===== config.mk =====
export PLATFORM = sky130hd
export DESIGN_NAME = eac_ctrl
export DESIGN_NICKNAME = d
export VERILOG_FILES = /design/src/hdl/eac_pkg.sv /design/src/hdl/eac_ctrl.sv
export VERILOG_INCLUDE_DIRS = /design/src /design/src/hdl
export SDC_FILE = /design/constraint.sdc
export NUM_CORES = 2
export LEC_CHECK = 0
export ABC_CLOCK_PERIOD_IN_PS = 20700
export BUFFER_PORTS_ARGS = -buffer_cell sky130_fd_sc_hd__buf_2
export CAP_MARGIN = 20
export CORE_MARGIN = 2
export CORE_UTILIZATION = 30
export CTS_BUF_LIST = sky130_fd_sc_hd__clkbuf_8 sky130_fd_sc_hd__clkbuf_16
export DETAILED_ROUTE_END_ITERATION = 8
export PLACE_DENSITY = 0.4
export SYNTH_ARGS = -nofsm -noshare
export SYNTH_HDL_FRONTEND = slang
export SYNTH_SLANG_ARGS = --single-unit

===== constraint.sdc =====
create_clock -name clk -period 20.7 [get_ports clk]
set_input_delay 2.07 -clock clk [delete_from_list [all_inputs] [get_ports clk]]
set_output_delay 2.07 -clock clk [all_outputs]
set_load 0.05 [all_outputs]

===== src/hdl/eac_consts.svh =====
`ifndef EAC_CONSTS_SVH
`define EAC_CONSTS_SVH
// How it works
// - Nine-bit address indexes bytes 0..511 linearly
// - Data register feeds writes, receives reads
// - Control bits 7..4 always read zero
// - Ready interrupt held while write strobe zero
// - Write arm self-clears four cycles after set
// - Write strobe programs only when armed
// - Strobe clears when programming time elapses
// - Write strobe stalls processor two cycles
// - Read strobe fetches byte, then self-clears
// - Read strobe stalls processor four cycles
// - Address/data write during programming aborts it
`define EAC_OFS_ADDR_LOW   6'h1E
`define EAC_OFS_ADDR_HIGH  6'h1F
`define EAC_OFS_DATA       6'h1D
`define EAC_OFS_CONTROL    6'h1C
`define EAC_BIT_RDY_IE     3
`define EAC_BIT_ARM        2
`define EAC_BIT_WSTB       1
`define EAC_BIT_RSTB       0
`define EAC_ARM_CYCLES     3'h4
`define EAC_WR_STALL       3'h2
`define EAC_RD_STALL       3'h4
`define EAC_RST_ADDR       9'h000
`define EAC_RST_DATA       8'h00
`define EAC_RST_BIT        1'b0
`define EAC_CLK_PERIOD_NS  5
`define EAC_PROG_TIME_US   2500
`define EAC_PROG_CYCLES    ((`EAC_PROG_TIME_US * 1000) / `EAC_CLK_PERIOD_NS)
`endif


===== src/hdl/eac_pkg.sv =====
package eac_pkg;
  typedef struct packed {
    logic       wr;
    logic       rd;
    logic [5:0] addr;
    logic [7:0] wdata;
  } eac_io_req_t;
  typedef enum logic [1:0] {EAC_IDLE, EAC_PROG} eac_state_t;
endpackage


===== src/hdl/eac_ctrl.sv =====
`timescale 1ns/1ps
`include "eac_consts.svh"
module eac_ctrl
  import eac_pkg::*;
#(
  parameter int unsigned PROG_CYCLES = `EAC_PROG_CYCLES
) (
  input  wire logic        clk,
  input  wire logic        rst,
  input  wire eac_io_req_t io_req,
  input  wire logic        global_irq_enable,
  output logic [7:0]       io_rdata,
  output logic             cpu_stall,
  output logic             ready_irq
);
  logic [7:0]  mem [0:511];
  logic [8:0]  addr_reg, addr_next;
  logic [7:0]  data_reg, data_next;
  logic        rie_reg, rie_next, arm_reg, arm_next;
  logic        wstb_reg, wstb_next, rstb_reg, rstb_next;
  logic [2:0]  arm_cnt_reg, arm_cnt_next, stall_reg, stall_next;
  logic [22:0] prog_cnt_reg, prog_cnt_next;
  eac_state_t  state_reg, state_next;
  logic [7:0]  rdata_next;
  logic        irq_next;
  logic        cpu_stall_next;
  // Length of the current strobe-high stretch, read only by the checks
  logic [22:0] wstb_len_reg, wstb_len_next;
  logic        wr_ctl, wr_adl, wr_adh, wr_dat, start_wr, start_rd, abort;
  logic [7:0]  ctl_view;

  function automatic logic hit(input eac_io_req_t r, input logic [5:0] ofs);
    return r.wr && (r.addr == ofs);
  endfunction

  assign ctl_view = {4'h0, rie_reg, arm_reg, wstb_reg, rstb_reg};
  assign wr_ctl = hit(io_req, `EAC_OFS_CONTROL);
  assign wr_adl = hit(io_req, `EAC_OFS_ADDR_LOW);
  assign wr_adh = hit(io_req, `EAC_OFS_ADDR_HIGH);
  assign wr_dat = hit(io_req, `EAC_OFS_DATA);
  // Strobes ignored while busy; no new write until the old one ends
  assign start_wr = wr_ctl && io_req.wdata[`EAC_BIT_WSTB] && arm_reg && !wstb_reg;
  assign start_rd = wr_ctl && io_req.wdata[`EAC_BIT_RSTB] && !wstb_reg && !start_wr;
  assign abort = (state_reg == EAC_PROG) && (wr_adl || wr_adh || wr_dat);

  always_comb begin
    addr_next     = addr_reg;
    data_next     = data_reg;
    rie_next      = rie_reg;
    arm_next      = arm_reg;
    wstb_next     = wstb_reg;
    rstb_next     = 1'b0;
    arm_cnt_next  = arm_cnt_reg;
    stall_next    = (stall_reg != 3'h0) ? stall_reg - 3'h1 : 3'h0;
    prog_cnt_next = prog_cnt_reg;
    state_next    = state_reg;
    wstb_len_next = wstb_reg ? wstb_len_reg + 23'h1 : 23'h0;
    if (wr_adl) begin
      addr_next[7:0] = io_req.wdata;
    end
    if (wr_adh) begin
      addr_next[8] = io_req.wdata[0];
    end
    if (wr_dat) begin
      data_next = io_req.wdata;
    end
    if (arm_reg) begin
      if (arm_cnt_reg == `EAC_ARM_CYCLES - 3'h1) begin
        arm_next = 1'b0;
      end
      arm_cnt_next = arm_cnt_reg + 3'h1;
    end
    if (wr_ctl) begin
      rie_next = io_req.wdata[`EAC_BIT_RDY_IE];
      if (io_req.wdata[`EAC_BIT_ARM] && !io_req.wdata[`EAC_BIT_WSTB]) begin
        arm_next     = 1'b1;
        arm_cnt_next = 3'h0;
      end
    end
    if (start_wr) begin
      wstb_next     = 1'b1;
      arm_next      = 1'b0;
      state_next    = EAC_PROG;
      prog_cnt_next = 23'(PROG_CYCLES - 1);
      stall_next    = `EAC_WR_STALL;
    end else if (start_rd) begin
      data_next  = mem[addr_reg];
      rstb_next  = 1'b1;
      stall_next = `EAC_RD_STALL;
    end
    if (state_reg == EAC_PROG) begin
      if (abort || prog_cnt_reg == 23'h0) begin
        wstb_next  = 1'b0;
        state_next = EAC_IDLE;
      end else begin
        prog_cnt_next = prog_cnt_reg - 23'h1;
      end
    end
    case (io_req.addr)
      `EAC_OFS_ADDR_LOW:  rdata_next = addr_reg[7:0];
      `EAC_OFS_ADDR_HIGH: rdata_next = {7'h00, addr_reg[8]};
      `EAC_OFS_DATA:      rdata_next = data_reg;
      `EAC_OFS_CONTROL:   rdata_next = ctl_view;
      default:            rdata_next = 8'h00;
    endcase
    irq_next = global_irq_enable && rie_next && !wstb_next;
    cpu_stall_next = (stall_next != 3'h0);
  end

  // Array kept out of reset; contents survive reset like the real cells
  always_ff @(posedge clk) begin
    if (state_reg == EAC_PROG && prog_cnt_reg == 23'h0 && !abort) begin
      mem[addr_reg] <= data_reg;
    end
  end

  always_ff @(posedge clk or posedge rst) begin
    if (rst) begin
      addr_reg     <= `EAC_RST_ADDR;
      data_reg     <= `EAC_RST_DATA;
      rie_reg      <= `EAC_RST_BIT;
      arm_reg      <= `EAC_RST_BIT;
      wstb_reg     <= `EAC_RST_BIT;
      rstb_reg     <= `EAC_RST_BIT;
      arm_cnt_reg  <= 3'h0;
      stall_reg    <= 3'h0;
      prog_cnt_reg <= 23'h0;
      state_reg    <= EAC_IDLE;
      io_rdata     <= 8'h00;
      cpu_stall    <= 1'b0;
      ready_irq    <= 1'b0;
      wstb_len_reg <= 23'h0;
    end else begin
      addr_reg     <= addr_next;
      data_reg     <= data_next;
      rie_reg      <= rie_next;
      arm_reg      <= arm_next;
      wstb_reg     <= wstb_next;
      rstb_reg     <= rstb_next;
      arm_cnt_reg  <= arm_cnt_next;
      stall_reg    <= stall_next;
      prog_cnt_reg <= prog_cnt_next;
      state_reg    <= state_next;
      io_rdata     <= rdata_next;
      cpu_stall    <= cpu_stall_next;
      ready_irq    <= irq_next;
      wstb_len_reg <= wstb_len_next;
    end
  end

  property p_arm_timeout;
    @(posedge clk) disable iff (rst)
      $rose(arm_reg) |-> ##[1:4] !arm_reg;
  endproperty
  a_arm_timeout: assert property (p_arm_timeout) else $error("arm did not time out");
  property p_no_unarmed_write;
    @(posedge clk) disable iff (rst)
      (wr_ctl && io_req.wdata[`EAC_BIT_WSTB] && !arm_reg && !wstb_reg) |=> !wstb_reg;
  endproperty
  a_no_unarmed_write: assert property (p_no_unarmed_write) else $error("unarmed write");
  property p_wr_stall;
    @(posedge clk) disable iff (rst)
      start_wr |=> cpu_stall ##1 cpu_stall ##1 !cpu_stall;
  endproperty
  a_wr_stall: assert property (p_wr_stall) else $error("write stall not two");
  property p_rd_stall;
    @(posedge clk) disable iff (rst)
      start_rd |=> cpu_stall [*4] ##1 !cpu_stall;
  endproperty
  a_rd_stall: assert property (p_rd_stall) else $error("read stall not four");
  property p_rd_clear;
    @(posedge clk) disable iff (rst)
      rstb_reg |=> !rstb_reg;
  endproperty
  a_rd_clear: assert property (p_rd_clear) else $error("read strobe stuck");
  property p_rd_data;
    @(posedge clk) disable iff (rst)
      start_rd |=> data_reg == mem[$past(addr_reg)];
  endproperty
  a_rd_data: assert property (p_rd_data) else $error("read data wrong");
  property p_irq;
    @(posedge clk) disable iff (rst)
      ready_irq == ($past(global_irq_enable) && rie_reg && !wstb_reg);
  endproperty
  a_irq: assert property (p_irq) else $error("ready irq wrong");
  property p_ctl_reserved;
    @(posedge clk) disable iff (rst)
      (io_req.addr == `EAC_OFS_CONTROL) |=> io_rdata[7:4] == 4'h0;
  endproperty
  a_ctl_reserved: assert property (p_ctl_reserved) else $error("reserved nonzero");
  property p_abort;
    @(posedge clk) disable iff (rst)
      abort |=> !wstb_reg && state_reg == EAC_IDLE;
  endproperty
  a_abort: assert property (p_abort) else $error("abort ignored");
  // Aborted writes excluded; they end early and leave the byte unwritten
  property p_prog_len;
    @(posedge clk) disable iff (rst)
      $fell(wstb_reg) && !$past(abort) |-> wstb_len_reg == 23'(PROG_CYCLES);
  endproperty
  a_prog_len: assert property (p_prog_len) else $error("programming time wrong");
  property p_mem_store;
    @(posedge clk) disable iff (rst)
      $fell(wstb_reg) && !$past(abort) |-> mem[$past(addr_reg)] == $past(data_reg);
  endproperty
  a_mem_store: assert property (p_mem_store) else $error("byte not stored");
  property p_addr_high_read;
    @(posedge clk) disable iff (rst)
      (io_req.addr == `EAC_OFS_ADDR_HIGH) |=> io_rdata[7:1] == 7'h00;
  endproperty
  a_addr_high_read: assert property (p_addr_high_read) else $error("high bits nonzero");
  property p_stall_cause;
    @(posedge clk) disable iff (rst)
      $rose(cpu_stall) |-> $past(start_wr || start_rd);
  endproperty
  a_stall_cause: assert property (p_stall_cause) else $error("stall without strobe");
  // Main scenarios
  c_write: cover property (@(posedge clk) disable iff (rst) start_wr ##[1:8] !arm_reg);
  c_done: cover property (@(posedge clk) disable iff (rst) $fell(wstb_reg) && !abort);
  c_read: cover property (@(posedge clk) disable iff (rst) start_rd);
  c_abort: cover property (@(posedge clk) disable iff (rst) abort);
endmodule // eac_ctrl


==> qor.txt <==
Antenna violations before repair: 39
Slew at the pin closest to its max-slew limit: 1.23 ns
First-pass GRT wire length: 715 mm
Slew margin rel.: 0.181
Post-CTS Setup Repair Bufs: 0
Crit path launch: addr_reg[0]$_DFFE_PP0P_
CP Class: register to register
Largest area contributor in the netlist: edfxtp_1
Vias in the first global route: 82034
Top cells by area, synth: edfxtp_1, mux4_2, mux2i_1
Starting Density: 0.301
PostCTS Resize Cnt: 0
IO buf count: 27
Hold Path Class: register to register
DR pass1 iterations: 9
Share of layout cells above drive strength 1: 0.240
RSZ-0062 raised after global routing: no
PwrDens: 110 mW/mm^2
Fin crit share: 0.338
Core outline area: 0.536 mm^2
Kind of cell adding the most delay to the critical path: buffers and inverters
Die Y: 737 um
Reg-to-reg startpoint: addr_reg[0]$_DFFE_PP0P_
Core Rows: 269
Slew Limit Fails: 0
Worst Setup End Kind: register
Period minus WS final: 6.99 ns
Post-synth EDFFs: 4096
Post-Syn Instances: 7590
Number of DRC markers in iteration 0: 7994
WP data arrival: 7.83 ns
WHS: 0.474 ns
Largest register FFs: 4096
Slowest Stage Delay on Critical Path: 0.97 ns
Remaining DRCs: 24
Post-synth net total: 7615
Largest net degree at the start of global routing: 199
Total GRT Usage: 0.190
CP Capture Point: data_reg[3]$_DFF_PP0_
Sw Share: 0.264
Remaining Overflow, GRT: 0
Failing checks: design-rule violations
Reg2Reg Depth: 11
Comb pwr share: 0.124
Routed len/inst: 34.2 um
RD Place Congestion: 0.784
CTS Buf Count: 453
CP Depth: 11
Critical Path Start Type: register
Top_reg_cell synth: edfxtp_1
Post-CTS Hold Fix Bufs: 0
Vias: 79577
Worst path most repeated cell: buf_4
CP max FO: 82
Max Root-Sink Buffers: 4
Final hold violation count: 0
Flop-to-flop setup slack: 13.71 ns
Nets: 7834
Final setup fails: 0
Status: complete, but fails checks
CTS Root Cell: clkbuf_16
Yosys warnings: 0
Yosys reg bits: 4158
Critical Path, Cell by Cell: buf_4 -> buf_4 -> buf_4 -> buf_12 -> mux4_2 -> a22o_1 -> a221oi_1 -> o22ai_1 -> o31a_1 -> a31oi_1 -> a32oi_1
Vias per inst: 5.17
Pre-CTS WS: 13.62 ns
Synthesized cell area: 0.161 mm^2
Most common cell in the synthesized netlist: edfxtp_1
Worst endpoint required time: 21.53 ns
GR Util met2: 0.311
Clk_lat worst skew: 1.05 ns
Syn_area_per_cell: 21.2 um^2
Critical path buffers and inverters: 4
Antenna Nets Post-Route: 0
Clock transition at path regs: 0.06 ns
Num Clock Sinks: 4158
Detail Placement HPWL: 315 mm
Total Wirelength: 527 mm
Register area: 0.125 mm^2
Sequential Power Share: 0.487
Die Wd: 737 um
FMAX: 143 MHz
Setup Skew: 0.0919 ns
H-Tree Depth: 5
Die area: 0.543 mm^2
Multi-input logic area: 0.0346 mm^2
Max-Cap Viols: 0
Share of synthesized registers carrying an async set or reset: 0.0149
Top-area cell type share of the netlist area: 0.763
Unique masters post-synth: 82
Global route hottest layer: met2
Final worst slack: 13.71 ns
Slowest CP cell: dfrtp_4
TNS Setup: 0 ns
Pleak: 55.9 nW
Int Pwr: 14.9 mW
Reg-to-Reg End: data_reg[3]$_DFF_PP0_
Post-synth top cells: edfxtp_1, mux4_2, nor2_1
Psw: 5.35 mW
Peak VDD IR: 0.0000955 V
GR Util met3: 0.0306
Fillers: 49923
GR Util met1: 0.265
# IOs: 29
Area grow syn2layout: 14.5%
Final total power: 20.3 mW
Clk pwr share: 0.389
Post-synthesis sequential area ratio: 0.772
CTS tree: built
cell families (layout without fill, tap and decap cells):
group | count (synthesis) | after routing | synth area share
AND/OR/NAND/NOR | 1038 | 1038 | 0.0282
AO/OA/AOI/OAI | 640 | 640 | 0.0288
XOR/XNOR | 3 | 3 | 0.000163
flip-flops | 4158 | 4158 | 0.772
other | 0 | 9 | 0
adder cells (fa/ha/maj) | 6 | 6 | 0.000465
buffers and inverters | 493 | 1093 | 0.0155
multiplexers | 1252 | 1252 | 0.155
power groups by stage:
stage | Sequential [mW] | Clock (mW) | Combinational (mW)
2_1_floorplan | 10.5 | 0 | 1.09
3_3_place_gp | 10.0 | 0 | 2.52
3_5_place_dp | 10.0 | 0 | 2.57
4_1_cts | 9.87 | 8.06 | 2.57
5_1_grt | 9.87 | 8.35 | 2.64
6_report | 9.87 | 7.88 | 2.51
layer usage:
layer  routed length (um)  share of wire
met1               230000           0.44
met2               252000           0.48
met3                29900          0.057
met4                14200          0.027
met5                    0              0
area by class of cell:
cell class,instances,area share
sequential,4158,0.675
tap,7181,0.0487
multi-input combinational,2939,0.187
inverter,13,0.000312
timing repair buffer,244,0.0112
antenna,9,0.000122
clock inverter,377,0.0158
clock buffer,459,0.0620
how the worst min path moves through the flow:
stage / depth (start not counted) / slack [ns] / end / start
2_1_floorplan: 1 / 0.43 / stall_reg[0]$_DFF_PP0_ / stall_reg[0]$_DFF_PP0_
3_3_place_gp: 1 / 0.46 / stall_reg[0]$_DFF_PP0_ / stall_reg[0]$_DFF_PP0_
3_5_place_dp: 1 / 0.47 / prog_cnt_reg[7]$_DFF_PP0_ / prog_cnt_reg[7]$_DFF_PP0_
4_1_cts: 1 / 0.48 / prog_cnt_reg[7]$_DFF_PP0_ / prog_cnt_reg[7]$_DFF_PP0_
5_1_grt: 1 / 0.51 / state_reg[1]$_DFF_PP0_ / state_reg[1]$_DFF_PP0_
6_report: 1 / 0.47 / prog_cnt_reg[7]$_DFF_PP0_ / prog_cnt_reg[7]$_DFF_PP0_
cell usage in the layout, fill, tap and decap left out, drive strengths merged, types with 9 or more instances in the layout:
master    count
a221oi       54
a21oi        94
and2         11
o41ai        10
a22oi       229
nor2b        18
edfxtp     4096
mux2i       240
nand4        31
mux4        988
dfrtp        62
inv         103
nor2        602
o22ai        25
and3         12
o2111ai      11
clkinvlp     15
nor3b        10
nand2b       14
o211ai       18
a31oi        27
buf         244
a211oi       13
clkbuf      459
nand3        71
nor4         23
nand2       171
nor3         29
diode         9
o21ai        39
mux2         24
clkinv      236
a22o         48
a32oi        15
bufinv       36
metrics by stage:
step / instances / cell area, um^2 / utilization
2_1_floorplan: 7590 / 161000 / -
3_3_place_gp: 14528 / 170000 / 0.317
3_5_place_dp: 14533 / 170000 / 0.318
4_1_cts: 15369 / 185000 / 0.344
5_1_grt: 15372 / 185000 / 0.344
6_report: 15380 / 185000 / 0.344
(Power assumes the default switching activity.)
